===== src/inc/quad_decoder_pkg.sv =====
`default_nettype none

package quad_decoder_pkg;

    // ----------------------------------------------------------------
    // widths
    // ----------------------------------------------------------------
    localparam int ADDR_W  = 16;
    localparam int DATA_W  = 8;
    localparam int COUNT_W = 8;

    // ----------------------------------------------------------------
    // register offsets
    // ----------------------------------------------------------------
    localparam logic [ADDR_W-1:0] X_DIRECTION_OFFSET      = 16'h2560;
    localparam logic [ADDR_W-1:0] X_MOVEMENT_COUNT_OFFSET = 16'h2561;
    localparam logic [ADDR_W-1:0] Y_DIRECTION_OFFSET      = 16'h2562;
    localparam logic [ADDR_W-1:0] Y_MOVEMENT_COUNT_OFFSET = 16'h2563;
    localparam logic [ADDR_W-1:0] Z_DIRECTION_OFFSET      = 16'h2564;
    localparam logic [ADDR_W-1:0] Z_MOVEMENT_COUNT_OFFSET = 16'h2565;
    localparam logic [ADDR_W-1:0] DECODER_CONTROL_OFFSET  = 16'h2566;

    // ----------------------------------------------------------------
    // field positions
    // ----------------------------------------------------------------
    localparam int DIR_BIT         = 0;
    localparam int CTRL_MODE_BIT   = 0;
    localparam int CTRL_INIT_BIT   = 1;
    localparam int CTRL_ENABLE_BIT = 2;

    // ----------------------------------------------------------------
    // values after reset and fixed answers
    // ----------------------------------------------------------------
    localparam logic [COUNT_W-1:0] COUNT_RESET   = 8'h00;
    localparam logic [COUNT_W-1:0] COUNT_ONE     = 8'h01;
    localparam logic               DIR_RESET     = 1'b0;
    localparam logic [DATA_W-1:0]  READ_ZERO     = 8'h00;

    // ----------------------------------------------------------------
    // carriers
    // ----------------------------------------------------------------
    typedef struct packed {
        logic phase_a;
        logic phase_b;
    } quad_pins_t;

    typedef struct packed {
        logic decoder_enable;
        logic decoder_init;
        logic count_up_mode;
    } control_t;

    typedef struct packed {
        logic               dir;
        logic [COUNT_W-1:0] count;
    } axis_state_t;

    localparam control_t    CONTROL_RESET = '{decoder_enable: 1'b0, decoder_init: 1'b0, count_up_mode: 1'b0};
    localparam axis_state_t AXIS_RESET    = '{dir: 1'b0, count: 8'h00};

endpackage

`default_nettype wire


===== src/logic/quad_axis.sv =====
`timescale 1ns/1ps
`default_nettype none

module quad_axis (
    input  wire logic                          clk_sys_in,
    input  wire logic                          rst_in,
    input  wire quad_decoder_pkg::quad_pins_t  pins_in,
    input  wire logic                          enable_in,
    input  wire logic                          init_in,
    input  wire logic                          count_up_mode_in,
    output var  quad_decoder_pkg::axis_state_t state_out
);

    // ----------------------------------------------------------------
    // step detection
    // ----------------------------------------------------------------
    quad_decoder_pkg::quad_pins_t  prev_pins;
    quad_decoder_pkg::axis_state_t state;
    logic                          a_moved;
    logic                          b_moved;
    logic                          step;
    logic                          a_leads;
    logic                          next_dir;

    assign a_moved = pins_in.phase_a ^ prev_pins.phase_a;
    assign b_moved = pins_in.phase_b ^ prev_pins.phase_b;
    // one edge is one quarter step
    assign step    = a_moved ^ b_moved;
    assign a_leads  = a_moved ? (pins_in.phase_a != pins_in.phase_b)
                              : (pins_in.phase_a == pins_in.phase_b);
    assign next_dir = ~a_leads;     // 1 = up, 0 = down

    // previous pin levels, tracked even while disabled
    always_ff @(posedge clk_sys_in or posedge rst_in) begin
        if (rst_in) begin
            prev_pins <= '0;
        end else begin
            prev_pins <= pins_in;
        end
    end

    // ----------------------------------------------------------------
    // direction and count
    // ----------------------------------------------------------------
    always_ff @(posedge clk_sys_in or posedge rst_in) begin
        if (rst_in) begin
            state <= quad_decoder_pkg::AXIS_RESET;
        end else if (init_in) begin
            state <= quad_decoder_pkg::AXIS_RESET;
        end else if (enable_in && step) begin
            if (next_dir != state.dir) begin
                state.dir   <= next_dir;
                state.count <= quad_decoder_pkg::COUNT_RESET;
            end else if (count_up_mode_in) begin
                state.count <= state.count + quad_decoder_pkg::COUNT_ONE;
            end else begin
                state.count <= state.count - quad_decoder_pkg::COUNT_ONE;
            end
        end
    end

    assign state_out = state;

endmodule

`default_nettype wire


===== src/logic/quadrature_pointer_decoder.sv =====
// The address-and-strobe port was decided locally.
`timescale 1ns/1ps
`default_nettype none

module quadrature_pointer_decoder (
    input  wire logic                                  clk_sys_in,
    input  wire logic                                  rst_in,
    input  wire logic [quad_decoder_pkg::ADDR_W-1:0]   addr_in,
    input  wire logic [quad_decoder_pkg::DATA_W-1:0]   wr_data_in,
    input  wire logic                                  wr_en_in,
    input  wire logic                                  rd_en_in,
    output var  logic [quad_decoder_pkg::DATA_W-1:0]   rd_data_out,
    input  wire logic                                  x_phase_a_in,
    input  wire logic                                  x_phase_b_in,
    input  wire logic                                  y_phase_a_in,
    input  wire logic                                  y_phase_b_in,
    input  wire logic                                  z_phase_a_in,
    input  wire logic                                  z_phase_b_in
);

    // ----------------------------------------------------------------
    // control register
    // ----------------------------------------------------------------
    quad_decoder_pkg::control_t    control;
    quad_decoder_pkg::quad_pins_t  x_pins;
    quad_decoder_pkg::quad_pins_t  y_pins;
    quad_decoder_pkg::quad_pins_t  z_pins;
    quad_decoder_pkg::axis_state_t x_state;
    quad_decoder_pkg::axis_state_t y_state;
    quad_decoder_pkg::axis_state_t z_state;
    logic                          control_write;
    logic [quad_decoder_pkg::DATA_W-1:0] next_rd_data;

    assign control_write = wr_en_in && (addr_in == quad_decoder_pkg::DECODER_CONTROL_OFFSET);

    // enable and mode hold; init is a one-cycle pulse
    always_ff @(posedge clk_sys_in or posedge rst_in) begin
        if (rst_in) begin
            control <= quad_decoder_pkg::CONTROL_RESET;
        end else if (control_write) begin
            control.decoder_enable <= wr_data_in[quad_decoder_pkg::CTRL_ENABLE_BIT];
            control.decoder_init   <= wr_data_in[quad_decoder_pkg::CTRL_INIT_BIT];
            control.count_up_mode  <= wr_data_in[quad_decoder_pkg::CTRL_MODE_BIT];
        end else begin
            control.decoder_init   <= 1'b0;  // self-clearing
        end
    end

    // ----------------------------------------------------------------
    // axis decoders
    // ----------------------------------------------------------------
    assign x_pins = '{phase_a: x_phase_a_in, phase_b: x_phase_b_in};
    assign y_pins = '{phase_a: y_phase_a_in, phase_b: y_phase_b_in};
    assign z_pins = '{phase_a: z_phase_a_in, phase_b: z_phase_b_in};

    quad_axis x_axis (
        .clk_sys_in       (clk_sys_in),
        .rst_in           (rst_in),
        .pins_in          (x_pins),
        .enable_in        (control.decoder_enable),
        .init_in          (control.decoder_init),
        .count_up_mode_in (control.count_up_mode),
        .state_out        (x_state)
    );

    quad_axis y_axis (
        .clk_sys_in       (clk_sys_in),
        .rst_in           (rst_in),
        .pins_in          (y_pins),
        .enable_in        (control.decoder_enable),
        .init_in          (control.decoder_init),
        .count_up_mode_in (control.count_up_mode),
        .state_out        (y_state)
    );

    quad_axis z_axis (
        .clk_sys_in       (clk_sys_in),
        .rst_in           (rst_in),
        .pins_in          (z_pins),
        .enable_in        (control.decoder_enable),
        .init_in          (control.decoder_init),
        .count_up_mode_in (control.count_up_mode),
        .state_out        (z_state)
    );

    // ----------------------------------------------------------------
    // read path
    // ----------------------------------------------------------------
    // read mux; reserved bits and unmapped addresses give zero
    always_comb begin
        next_rd_data = quad_decoder_pkg::READ_ZERO;
        case (addr_in)
            quad_decoder_pkg::X_DIRECTION_OFFSET:
                next_rd_data[quad_decoder_pkg::DIR_BIT] = x_state.dir;
            quad_decoder_pkg::X_MOVEMENT_COUNT_OFFSET:
                next_rd_data = x_state.count;
            quad_decoder_pkg::Y_DIRECTION_OFFSET:
                next_rd_data[quad_decoder_pkg::DIR_BIT] = y_state.dir;
            quad_decoder_pkg::Y_MOVEMENT_COUNT_OFFSET:
                next_rd_data = y_state.count;
            quad_decoder_pkg::Z_DIRECTION_OFFSET:
                next_rd_data[quad_decoder_pkg::DIR_BIT] = z_state.dir;
            quad_decoder_pkg::Z_MOVEMENT_COUNT_OFFSET:
                next_rd_data = z_state.count;
            quad_decoder_pkg::DECODER_CONTROL_OFFSET: begin
                next_rd_data[quad_decoder_pkg::CTRL_ENABLE_BIT] = control.decoder_enable;
                next_rd_data[quad_decoder_pkg::CTRL_INIT_BIT]   = control.decoder_init;
                next_rd_data[quad_decoder_pkg::CTRL_MODE_BIT]   = control.count_up_mode;
            end
            default: next_rd_data = quad_decoder_pkg::READ_ZERO;
        endcase
    end

    // read data valid only in the cycle after the strobe
    always_ff @(posedge clk_sys_in or posedge rst_in) begin
        if (rst_in) begin
            rd_data_out <= quad_decoder_pkg::READ_ZERO;
        end else if (rd_en_in) begin
            rd_data_out <= next_rd_data;
        end else begin
            rd_data_out <= quad_decoder_pkg::READ_ZERO;
        end
    end

endmodule

`default_nettype wire


===== config.mk =====
export PLATFORM = sky130hd
export DESIGN_NAME = quadrature_pointer_decoder
export DESIGN_NICKNAME = d
export VERILOG_FILES = /design/src/inc/quad_decoder_pkg.sv /design/src/logic/quad_axis.sv /design/src/logic/quadrature_pointer_decoder.sv
export SDC_FILE = /design/constraint.sdc
export NUM_CORES = 1
export LEC_CHECK = 0
export ABC_AREA = 1
export BUFFER_PORTS_ARGS = -buffer_cell sky130_fd_sc_hd__buf_4
export CORE_MARGIN = 4
export CORE_UTILIZATION = 60
export DETAILED_ROUTE_END_ITERATION = 7
export PLACE_DENSITY = 0.78
export SLEW_MARGIN = 10
export SYNTH_ARGS = -nofsm -noshare
export SYNTH_HDL_FRONTEND = slang
export SYNTH_HIERARCHICAL = 1
export SYNTH_SLANG_ARGS = --single-unit

===== constraint.sdc =====
create_clock -name clk_sys_in -period 5.39 [get_ports clk_sys_in]
set_input_delay 0 -clock clk_sys_in [delete_from_list [all_inputs] [get_ports clk_sys_in]]
set_output_delay 0 -clock clk_sys_in [all_outputs]
set_load 0.01 [all_outputs]

==> results.sh, run 1 <==
export IMPL_status="completed"
export IMPL_syn_area_per_cell_sq_um=7.01
export IMPL_critPathLaunchType="register"
export IMPL_reg2reg_slack_ps=3110
export IMPL_required_ps=5570
export IMPL_first_iter_violations=205
export IMPL_routedWlPerCell_um=12.4
export IMPL_clk_path_buf_depth=2
export IMPL_rsz0062_at_grt="no"
export IMPL_crit_fanout=11
export IMPL_firstDrtPassIters=4
export IMPL_grt_remaining_overflow=0
export IMPL_die_w_um=86.8
export IMPL_dieHeight_um=86.8
export IMPL_ant_nets=0
export IMPL_yosysWarnings=6
export IMPL_drv_cap=0
export IMPL_finalCriticalPeriod_ps=2280
export IMPL_yosysTopAreaCell="dfrtp_1"
export IMPL_row_count=28
export IMPL_cts_root_buf="clkbuf_8"
export IMPL_slew_headroom=0.569
export IMPL_holdWs_ps=76.5
export IMPL_dp_hpwl_um=6500
export IMPL_drive_gt1_frac=0.210
export IMPL_r2r_cells=10
export IMPL_antenna_found_initial=0
export IMPL_wl_um=8230
export IMPL_slowest_delay_ps=760
export IMPL_io_buffers=36
export IMPL_min_delay_path_depth=4
export IMPL_final_max_slew_viol_count=0
export IMPL_crit_top_cell="nand2_1"
export IMPL_synth_top_area_share=0.296
export IMPL_crit_arrival_ps=2460
export IMPL_hold_path_class="in -> reg"
export IMPL_drc=0
export IMPL_ys_seq_elements=44
export IMPL_cts_inserted_buffers=5
export IMPL_path_cells="inv_1, ha_1, a21oi_1, nand2_1, nand2_1, nand2_1, nand2_1, nand2_1, nand3_1, nand2_1"
export IMPL_syn_to_final_growth_pct=15.1
export IMPL_power_w=0.000664
export IMPL_grt_pass1_wl_um=14400
export IMPL_grt_start_max_net_pins=14
export IMPL_synth_area_sq_um=3720
export IMPL_crit_path_top_delay_cell="dfrtp_1"
export IMPL_worst_setup_path_end_kind="register"
export IMPL_setup_tns_ps=0
export IMPL_synth_area_leaders="dfrtp_1, nand2_1, inv_1"
export IMPL_place_gp_congestion=0.907
export IMPL_p_per_area_nw_per_um2=155
export IMPL_io_pins=42
export IMPL_start_util=0.625
export IMPL_synthCells=531
export IMPL_cts_tree="yes"
export IMPL_worst_slack_ps=3110
export IMPL_cts_resized=0
export IMPL_worstSkewPairLatency_ps=300
export IMPL_clock_sinks=44
export IMPL_worstSetupPathType="reg -> reg"
export IMPL_p_leak_nw=2.41
export IMPL_dieArea_sq_um=7530
export IMPL_syn_nets=586
export IMPL_peakVddDrop_uv=113
export IMPL_place_ws_ps=3120
export IMPL_nets=640
export IMPL_skew_ps=5.95
export IMPL_clkTransAtPathRegs_ps=80
export IMPL_yosysSeqAreaShare=0.296
export IMPL_clock_fmax_mhz=439
export IMPL_grt_use_total=0.241
export IMPL_tightestPinTransition_ps=646
export IMPL_hold_violations=0
export IMPL_via_per_inst=5.11
export IMPL_yosysUniqueCellTypes=30
export IMPL_grt_pass1_vias=3278
export IMPL_finalCritPeriodShare=0.423
export IMPL_finalSetupViolCount=0
export IMPL_core_area_sq_um=5960
export IMPL_htreeDepth=2
export IMPL_antenna_cells=0
export IMPL_via_count=3375
==> where the power goes <==
group          total, W  leakage (nW)  switching [W]  internal [W]
sequential     0.000340         0.598     0.00000575      0.000334
clock          0.000218        0.0445       0.000114      0.000104
combinational  0.000106          1.77      0.0000602     0.0000459
==> sequential cells by signal, summed over array words and instances (netlist names) <==
name,count
z_axis/prev_pins,2
x_axis/state_out,9
y_axis/state_out,9
x_axis/prev_pins,2
y_axis/prev_pins,2
z_axis/state_out,9
control,3
rd_data_out,8
==> final timing paths <==
| path | start | to |
|---|---|---|
| setup reg to reg | control[0]$_DFFE_PP0N_ | y_axis/state_out[7]$_DFFE_PP0P_ |
| setup / recovery | control[0]$_DFFE_PP0N_ | y_axis/state_out[7]$_DFFE_PP0P_ |
| hold reg to reg | y_axis/state_out[3]$_DFFE_PP0P_ | y_axis/state_out[3]$_DFFE_PP0P_ |
| min in group asynchronous | rst_in | x_axis/state_out[6]$_DFFE_PP0P_ |
| hold / removal | wr_en_in | control[2]$_DFFE_PP0N_ |
| max in group asynchronous | rst_in | control[1]$_DFF_PP0_ |
==> Yosys cell counts (all sizes together) <==
cell type	instances
a21oi	16
clkinv	4
nand2	226
xnor2	12
nor3b	1
nand4	1
nor3	1
xor2	3
dfrtp	44
buf	1
nand3b	3
ha	18
fa	3
o21ai	5
nor2	45
or2	9
inv	83
nand3	56
==> metrics by stage <==
step | area, sq um | cells | util
2_1_floorplan | 3720 | 531 | -
3_3_place_gp | 4070 | 641 | 0.683
3_5_place_dp | 4070 | 641 | 0.683
4_1_cts | 4280 | 661 | 0.719
5_1_grt | 4280 | 661 | 0.719
6_report | 4280 | 661 | 0.719
==> cell families (layout without fill, tap and decap cells) <==
| family | after synthesis | after routing | share of synthesized area |
|---|---|---|---|
| simple gates | 342 | 342 | 0.456 |
| buf+inv | 88 | 143 | 0.0992 |
| flops | 44 | 44 | 0.296 |
| fa+ha+maj | 21 | 21 | 0.0767 |
| compound gates | 21 | 21 | 0.0373 |
| xor+xnor | 15 | 15 | 0.0353 |
==> cell type report <==
class / count / area (sq um)
multi-input cells: 399 / 2250
inverters: 87 / 354
repair buffers: 48 / 390
clock inverters: 1 / 7.51
well taps: 75 / 93.8
fillers: 496 / 1670
flip-flops and latches: 44 / 1100
clock buffers: 7 / 86.3
==> worst max-delay path, delay by kind of cell, from the launching register on <==
kind	cells	cell delay, ps
AND/OR/NAND/NOR	7	500
buffers and inverters	1	300
flip-flops	1	760
adder cells (fa/ha/maj)	1	430
AO/OA/AOI/OAI	1	170
==> timing repair <==
action                                  CTS  global route
endpoints found under the setup margin    0             0
endpoints found under the hold margin    61             0
hold buffers                             12             0
setup buffers                             0             0
==> layout by cell type, fill, tap and decap left out, types with 2 or more instances in the layout <==
cell type and instances:
o21ai_0 2, fa_1 3, nand3_1 50, or2_1 9, xor2_1 3, o21ai_1 3, nand2_4 7, ha_1 18
a21oi_1 13, nor2_8 3, nand3b_1 3, inv_8 3, buf_4 36, a21oi_4 3, dlygate4sd3_1 12, inv_1 72
inv_2 8, nor2_2 5, nand2_1 176, nor2_1 36, clkbuf_8 6, xnor2_1 12, nand2_2 40, dfrtp_1 44
clkinv_1 3, nand3_2 6, nand2_8 3
==> layer usage <==
layer | share of wire | global-route usage | wire length (um) | vias to the layer above
met5 | 0 | 0 | 0 | -
met4 | 0.029 | 0.0977 | 242 | 0
met3 | 0.053 | 0.0361 | 434 | 22
met2 | 0.49 | 0.425 | 4050 | 89
met1 | 0.42 | 0.293 | 3490 | 1525
li1 | - | - | - | 1739
(Power assumes the default switching activity.)
==> run 2, diff against run 1 <==
--- a/config.mk
+++ b/config.mk
@@ -8,9 +8,9 @@
 export ABC_AREA = 1
 export BUFFER_PORTS_ARGS = -buffer_cell sky130_fd_sc_hd__buf_4
 export CORE_MARGIN = 4
-export CORE_UTILIZATION = 60
+export CORE_UTILIZATION = 54
 export DETAILED_ROUTE_END_ITERATION = 7
-export PLACE_DENSITY = 0.78
+export PLACE_DENSITY = 0.74
 export SLEW_MARGIN = 10
 export SYNTH_ARGS = -nofsm -noshare
 export SYNTH_HDL_FRONTEND = slang
==> constraint.sdc (replaced) <==
create_clock -name clk_sys_in -period 1.9 [get_ports clk_sys_in]
set_input_delay 0 -clock clk_sys_in [delete_from_list [all_inputs] [get_ports clk_sys_in]]
set_output_delay 0 -clock clk_sys_in [all_outputs]
set_load 0.01 [all_outputs]
==> results.sh, run 2 (synthesis results as in run 1) <==
export IMPL_status="completed"
export IMPL_p_per_area_nw_per_um2=460
export IMPL_regArea_sq_um=1100
export IMPL_final_max_slew_viol_count=0
export IMPL_worstSkewPairLatency_ps=310
export IMPL_grt_busiest_layer="met2"
export IMPL_die_w_um=91.0
export IMPL_cts_tree="yes"
export IMPL_start_util=0.570
export IMPL_clock_fmax_mhz=566
export IMPL_crit_fanout=6
export IMPL_peakVddDrop_uv=369
export IMPL_core_area_sq_um=6530
export IMPL_critPathLaunchType="register"
export IMPL_cts_setup_buffers=0
export IMPL_slew_headroom=0.678
export IMPL_nets=642
export IMPL_grt_pass1_vias=3146
export IMPL_layout_common_cells="nand2_1, inv_1, nand3_1, dfrtp_1, nand2_2"
export IMPL_r2r_cells=9
export IMPL_hold_path_class="in -> reg"
export IMPL_reg2reg_slack_ps=130
export IMPL_setup_tns_ps=0
export IMPL_grt_start_max_net_pins=14
export IMPL_p_leak_nw=2.43
export IMPL_holdPathEnd="control[1]$_DFF_PP0_"
export IMPL_dp_hpwl_um=6370
export IMPL_hold_violations=0
export IMPL_finalSetupViolCount=0
export IMPL_crit_arrival_ps=1960
export IMPL_final_common_cell="nand2_1"
export IMPL_syn_to_final_growth_pct=16.2
export IMPL_r2r_start="control[0]$_DFFE_PP0N_"
export IMPL_firstDrtPassIters=4
export IMPL_dieHeight_um=91.0
export IMPL_finalCritPeriodShare=0.930
export IMPL_min_delay_path_depth=3
export IMPL_htreeDepth=2
export IMPL_routedWlPerCell_um=12.1
export IMPL_drc=0
export IMPL_io_buffers=36
export IMPL_place_gp_congestion=0.853
export IMPL_grt_pass1_wl_um=14000
export IMPL_row_count=29
export IMPL_first_iter_violations=126
export IMPL_via_per_inst=5.02
export IMPL_antenna_cells=0
export IMPL_multiInputGateArea_sq_um=2260
export IMPL_place_ws_ps=103
export IMPL_rsz0062_at_grt="no"
export IMPL_grt_remaining_overflow=0
export IMPL_via_count=3338
export IMPL_antenna_found_initial=0
export IMPL_clock_sinks=44
export IMPL_required_ps=2090
export IMPL_clk_path_buf_depth=2
export IMPL_drive_gt1_frac=0.219
export IMPL_grt_util_met1=0.259
export IMPL_io_pins=42
export IMPL_grt_use_total=0.202
export IMPL_worstSetupPathType="reg -> reg"
export IMPL_grt_util_met3=0.0421
export IMPL_reg2reg_to="y_axis/state_out[5]$_DFFE_PP0P_"
export IMPL_worst_setup_path_end_kind="register"
export IMPL_use_met2=0.350
export IMPL_finalCriticalPeriod_ps=1770
export IMPL_cts_inserted_buffers=5
export IMPL_drv_cap=0
export IMPL_tightestPinTransition_ps=483
export IMPL_hp_start="wr_en_in"
export IMPL_skew_ps=14.1
export IMPL_ant_nets=0
export IMPL_worst_slack_ps=132
export IMPL_dieArea_sq_um=8280
export IMPL_final_fill_count=562
export IMPL_clkTransAtPathRegs_ps=80
export IMPL_cts_root_buf="clkbuf_8"
export IMPL_wl_um=8060
==> run 2: cell types whose count changed in the layout (fill, tap and decap cells not counted) <==
cell	previous run	this run
buf_4	36	38
buf_6	0	1
bufinv_16	0	1
clkbuf_8	6	5
clkinv_2	0	1
clkinvlp_4	1	0
dfrtp_1	44	43
dfrtp_2	0	1
dlygate4sd3_1	12	11
fa_1	3	1
fa_2	0	2
==> run 2: worst max-delay path: stages (launching register included) <==
cell and delay [ps]:
dfrtp_2 450, inv_1 210, ha_1 340, or2_1 250, nand3_1 110, nand3b_1 80
nand2_1 70, inv_1 40, nand3_1 70, nand2_1 50
==> run 2: per-layer routing <==
metal  share of wire  wire [um]
met1            0.45       3650
met2            0.50       4010
met3           0.042        337
met4          0.0073         59
met5               0          0
==> run 2: layout make-up <==
cell class                 count  area share
multi-input combinational    399       0.522
sequential                    44       0.255
timing repair buffer          50      0.0941
inverter                      87      0.0819
tap                           77      0.0223
clock buffer                   6      0.0168
clock inverter                 2     0.00810
==> run 2: how the worst max path moves through the flow <==
| stage | from | endpoint | cells after the start |
|---|---|---|---|
| after global placement | control[0]$_DFFE_PP0N_ | z_axis/state_out[6]$_DFFE_PP0P_ | 12 |
| after floorplan | control[0]$_DFFE_PP0N_ | x_axis/state_out[5]$_DFFE_PP0P_ | 9 |
| final | control[0]$_DFFE_PP0N_ | y_axis/state_out[5]$_DFFE_PP0P_ | 9 |
| after detailed placement | control[0]$_DFFE_PP0N_ | z_axis/state_out[6]$_DFFE_PP0P_ | 12 |
| after CTS | control[0]$_DFFE_PP0N_ | z_axis/state_out[6]$_DFFE_PP0P_ | 12 |
| after global routing | control[0]$_DFFE_PP0N_ | z_axis/state_out[6]$_DFFE_PP0P_ | 12 |
==> run 2: report_power, final <==
part           internal [W]  leakage (nW)  switching, W
logic              0.000130          1.78      0.000173
registers          0.000947         0.596     0.0000163
clock network      0.000391        0.0552      0.000331
==> run 2: metrics by stage <==
stage	power (W)	hold slack [ps]	utilization	instances	cell area [sq um]
4_1_cts	0.00201	7.56	0.660	665	4310
2_1_floorplan	0.00117	-148	-	531	3720
3_5_place_dp	0.00127	61.7	0.627	646	4100
3_3_place_gp	0.00126	56.8	0.627	646	4100
5_1_grt	0.00208	15.9	0.662	665	4320
6_report	0.00199	11.8	0.662	665	4320
==> run 2: what timing repair did <==
action                                  CTS  global route
hold buffers                             11             0
endpoints found under the setup margin    0             3
resized for setup                         0             4
hold endpoints to repair                 61             0
==> run 3, diff against run 2 <==
--- a/config.mk
+++ b/config.mk
@@ -5,12 +5,11 @@
 export SDC_FILE = /design/constraint.sdc
 export NUM_CORES = 1
 export LEC_CHECK = 0
-export ABC_AREA = 1
 export BUFFER_PORTS_ARGS = -buffer_cell sky130_fd_sc_hd__buf_4
 export CORE_MARGIN = 4
-export CORE_UTILIZATION = 54
+export CORE_UTILIZATION = 52
 export DETAILED_ROUTE_END_ITERATION = 7
-export PLACE_DENSITY = 0.74
+export PLACE_DENSITY = 0.73
 export SLEW_MARGIN = 10
 export SYNTH_ARGS = -nofsm -noshare
 export SYNTH_HDL_FRONTEND = slang
==> results.sh, run 3 <==
export IMPL_status="complete, but fails checks"
export IMPL_violations="setup timing"
export IMPL_synth_mux_area_frac=0.0526
export IMPL_fin_area_sq_um=4080
export IMPL_start_util=0.542
export IMPL_dp_hpwl_um=5550
export IMPL_clock_sinks=44
export IMPL_yosys_cell_count_top_type="dfrtp_1"
export IMPL_tightestPinTransition_ps=590
export IMPL_synthTopCellsByCount="dfrtp_1, nand2_1, inv_1"
export IMPL_finalSetupViolCount=4
export IMPL_worstSetupPathType="reg -> reg"
export IMPL_placed_cell_area_sq_um=3500
export IMPL_via_per_inst=5.85
export IMPL_cts_root_buf="clkbuf_8"
export IMPL_grt_use_total=0.224
export IMPL_syn_to_final_growth_pct=35.1
export IMPL_crit_path_top_delay_cell="dfrtp_2"
export IMPL_p_leak_nw=1.80
export IMPL_clock_fmax_mhz=514
export IMPL_htreeDepth=2
export IMPL_synth_compound_area_frac=0.221
export IMPL_place_gp_congestion=0.860
export IMPL_crit_arrival_ps=2150
export IMPL_p_comb_frac=0.113
export IMPL_io_pins=42
export IMPL_p_sw_frac=0.230
export IMPL_finish_utilization=0.732
export IMPL_reg2reg_slack_ps=-50
export IMPL_critPathLaunchType="register"
export IMPL_synth_xor_xnor_area_share=0.0758
export IMPL_yosysWarnings=6
export IMPL_drv_cap=0
export IMPL_worst_setup_path_end_kind="register"
export IMPL_clkTransAtPathRegs_ps=90
export IMPL_core_area_sq_um=5570
export IMPL_grt_start_max_net_pins=17
export IMPL_first_iter_violations=131
export IMPL_synthFlopType="dfrtp_1"
export IMPL_syn_area_per_cell_sq_um=10.1
export IMPL_synth_area_leaders="dfrtp_1, ha_1, o31ai_1"
export IMPL_hold_violations=0
export IMPL_syn_nets=355
export IMPL_synthCells=300
export IMPL_required_ps=2110
export IMPL_final_common_cell="buf_4"
export IMPL_final_max_slew_viol_count=0
export IMPL_cp_num_buf_inv=2
export IMPL_finalCritPeriodShare=1.02
export IMPL_path_cells="buf_4, buf_6, fa_2, nand2b_4, a21oi_4, o21a_1, nor3_1, o31ai_1"
export IMPL_setup_tns_ps=-95.1
export IMPL_nets=431
export IMPL_ys_seq_elements=44
export IMPL_hold_path_class="in -> reg"
export IMPL_place_ws_ps=-64.5
export IMPL_die_w_um=84.2
export IMPL_antenna_cells=0
export IMPL_routedWlPerCell_um=17.8
export IMPL_cts_inserted_buffers=5
export IMPL_crit_fanout=5
export IMPL_firstDrtPassIters=4
export IMPL_drc=0
export IMPL_ant_nets=0
export IMPL_row_count=27
export IMPL_dieHeight_um=84.2
export IMPL_antenna_found_initial=0
export IMPL_synth_fa_ha_area_frac=0.0944
export IMPL_yosysSeqAreaShare=0.365
export IMPL_drive_gt1_frac=0.358
export IMPL_internal_power_w=0.00152
export IMPL_synth_edf_count=0
export IMPL_dieArea_sq_um=7090
export IMPL_via_count=2627
export IMPL_skew_ps=7.09
export IMPL_layout_common_cells="buf_4, dfrtp_1, nand2_1, inv_1"
export IMPL_worst_slack_ps=-45.2
export IMPL_worstSkewPairLatency_ps=300
export IMPL_slew_headroom=0.607
export IMPL_p_switching_w=0.000454
export IMPL_cp_top_family="compound AO/OA/AOI/OAI gates"
export IMPL_synth_area_sq_um=3020
export IMPL_peakVddDrop_uv=325
export IMPL_yosysTopAreaCell="dfrtp_1"
export IMPL_synth_top_area_share=0.365
export IMPL_cts_tree="yes"
export IMPL_pwr_share_clk=0.405
export IMPL_synth_top_family_by_area="compound AO/OA/AOI/OAI gates"
export IMPL_io_buffers=36
export IMPL_grt_remaining_overflow=0
export IMPL_yosysUniqueCellTypes=46
export IMPL_finalCriticalPeriod_ps=1950
export IMPL_yosys_area_share_simple=0.155
export IMPL_slowest_delay_ps=470
export IMPL_grt_pass1_vias=2717
export IMPL_pwr_share_seq=0.482
export IMPL_rsz0062_at_grt="yes"
export IMPL_wl_um=8010
export IMPL_clk_path_buf_depth=2
export IMPL_synthArstFlopShare=1.00
export IMPL_grt_pass1_wl_um=13000
export IMPL_p_per_area_nw_per_um2=484
export IMPL_final_fill_count=411
[run 3: cell types whose count changed after synthesis, moves of 8 or more]
cell,change
nand2_1,-153
nand2_2,-40
nor2_1,-23
inv_1,-53
inv_2,-8
o21ai_0,+8
o31ai_1,+12
a211oi_1,+10
nor2b_1,+8
nand3_1,-45
[run 3: power groups by stage]
stage | clock [W] | combinational (W) | sequential [W]
final | 0.000799 | 0.000223 | 0.000951
after global routing | 0.000851 | 0.000245 | 0.000952
after CTS | 0.000806 | 0.000216 | 0.000951
after detailed placement | 0 | 0.000196 | 0.000969
after global placement | 0 | 0.000192 | 0.000969
after floorplan | 0 | 0.000115 | 0.000968
[run 3: timing repair]
item	4_1_cts	5_1_grt
setup buffers	4	2
hold endpoints to repair	61	0
hold buffers	11	0
endpoints found under the setup margin	5	10
pin swaps	6	18
resized for setup	13	45
[run 3: path summary, 6_finish.rpt]
check | cells after the start | to | start
setup / recovery | 8 | x_axis/state_out[6]$_DFFE_PP0P_ | control[0]$_DFFE_PP0N_
hold / removal | 4 | rd_data_out[0]$_DFF_PP0_ | addr_in[0]
setup reg to reg | 8 | x_axis/state_out[6]$_DFFE_PP0P_ | control[0]$_DFFE_PP0N_
hold reg to reg | 2 | x_axis/state_out[7]$_DFFE_PP0P_ | x_axis/state_out[7]$_DFFE_PP0P_
max in group asynchronous | 3 | x_axis/prev_pins[1]$_DFF_PP0_ | rst_in
min in group asynchronous | 3 | rd_data_out[1]$_DFF_PP0_ | rst_in
[run 3: tightest hold or removal path: cells and delay by family]
kind,cells,cell delay (ps)
buffers and inverters,1,130
and+or+nand+nor,2,160
AOI/OAI and AO/OA,1,40
[run 3: logic make-up after synthesis]
group	after synthesis
AO/OA/AOI/OAI	93
XOR/XNOR	21
adder cells (fa/ha/maj)	21
buffers and inverters	24
flip-flops	44
multiplexers	14
AND/OR/NAND/NOR	83
[run 3: area by class of cell]
class                           count  area (sq um)  share of cell area
Clock buffer                        7          96.3              0.0236
Clock inverter                      1          30.0             0.00736
Inverter                           19          82.6              0.0202
Multi-Input combinational cell    232          2080               0.510
Sequential cell                    44          1100               0.270
Tap cell                           72          90.1              0.0221
Timing Repair Buffer               74           598               0.147
[run 3: stage by stage]
stage | std cells | total power, W | hold slack (ps)
after global routing | 449 | 0.00205 | 97.1
after floorplan | 300 | 0.00108 | -148
after global placement | 424 | 0.00116 | 57.5
final | 449 | 0.00197 | 65.4
after CTS | 447 | 0.00197 | 56.5
after detailed placement | 424 | 0.00117 | 57.6
[run 3: per-layer routing]
layer / up-vias / track usage / part of all wire
li1: 1263 / - / -
met1: 1292 / 0.282 / 0.43
met2: 54 / 0.397 / 0.51
met3: 18 / 0.0393 / 0.030
met4: 0 / 0.0556 / 0.025
met5: - / 0 / 0
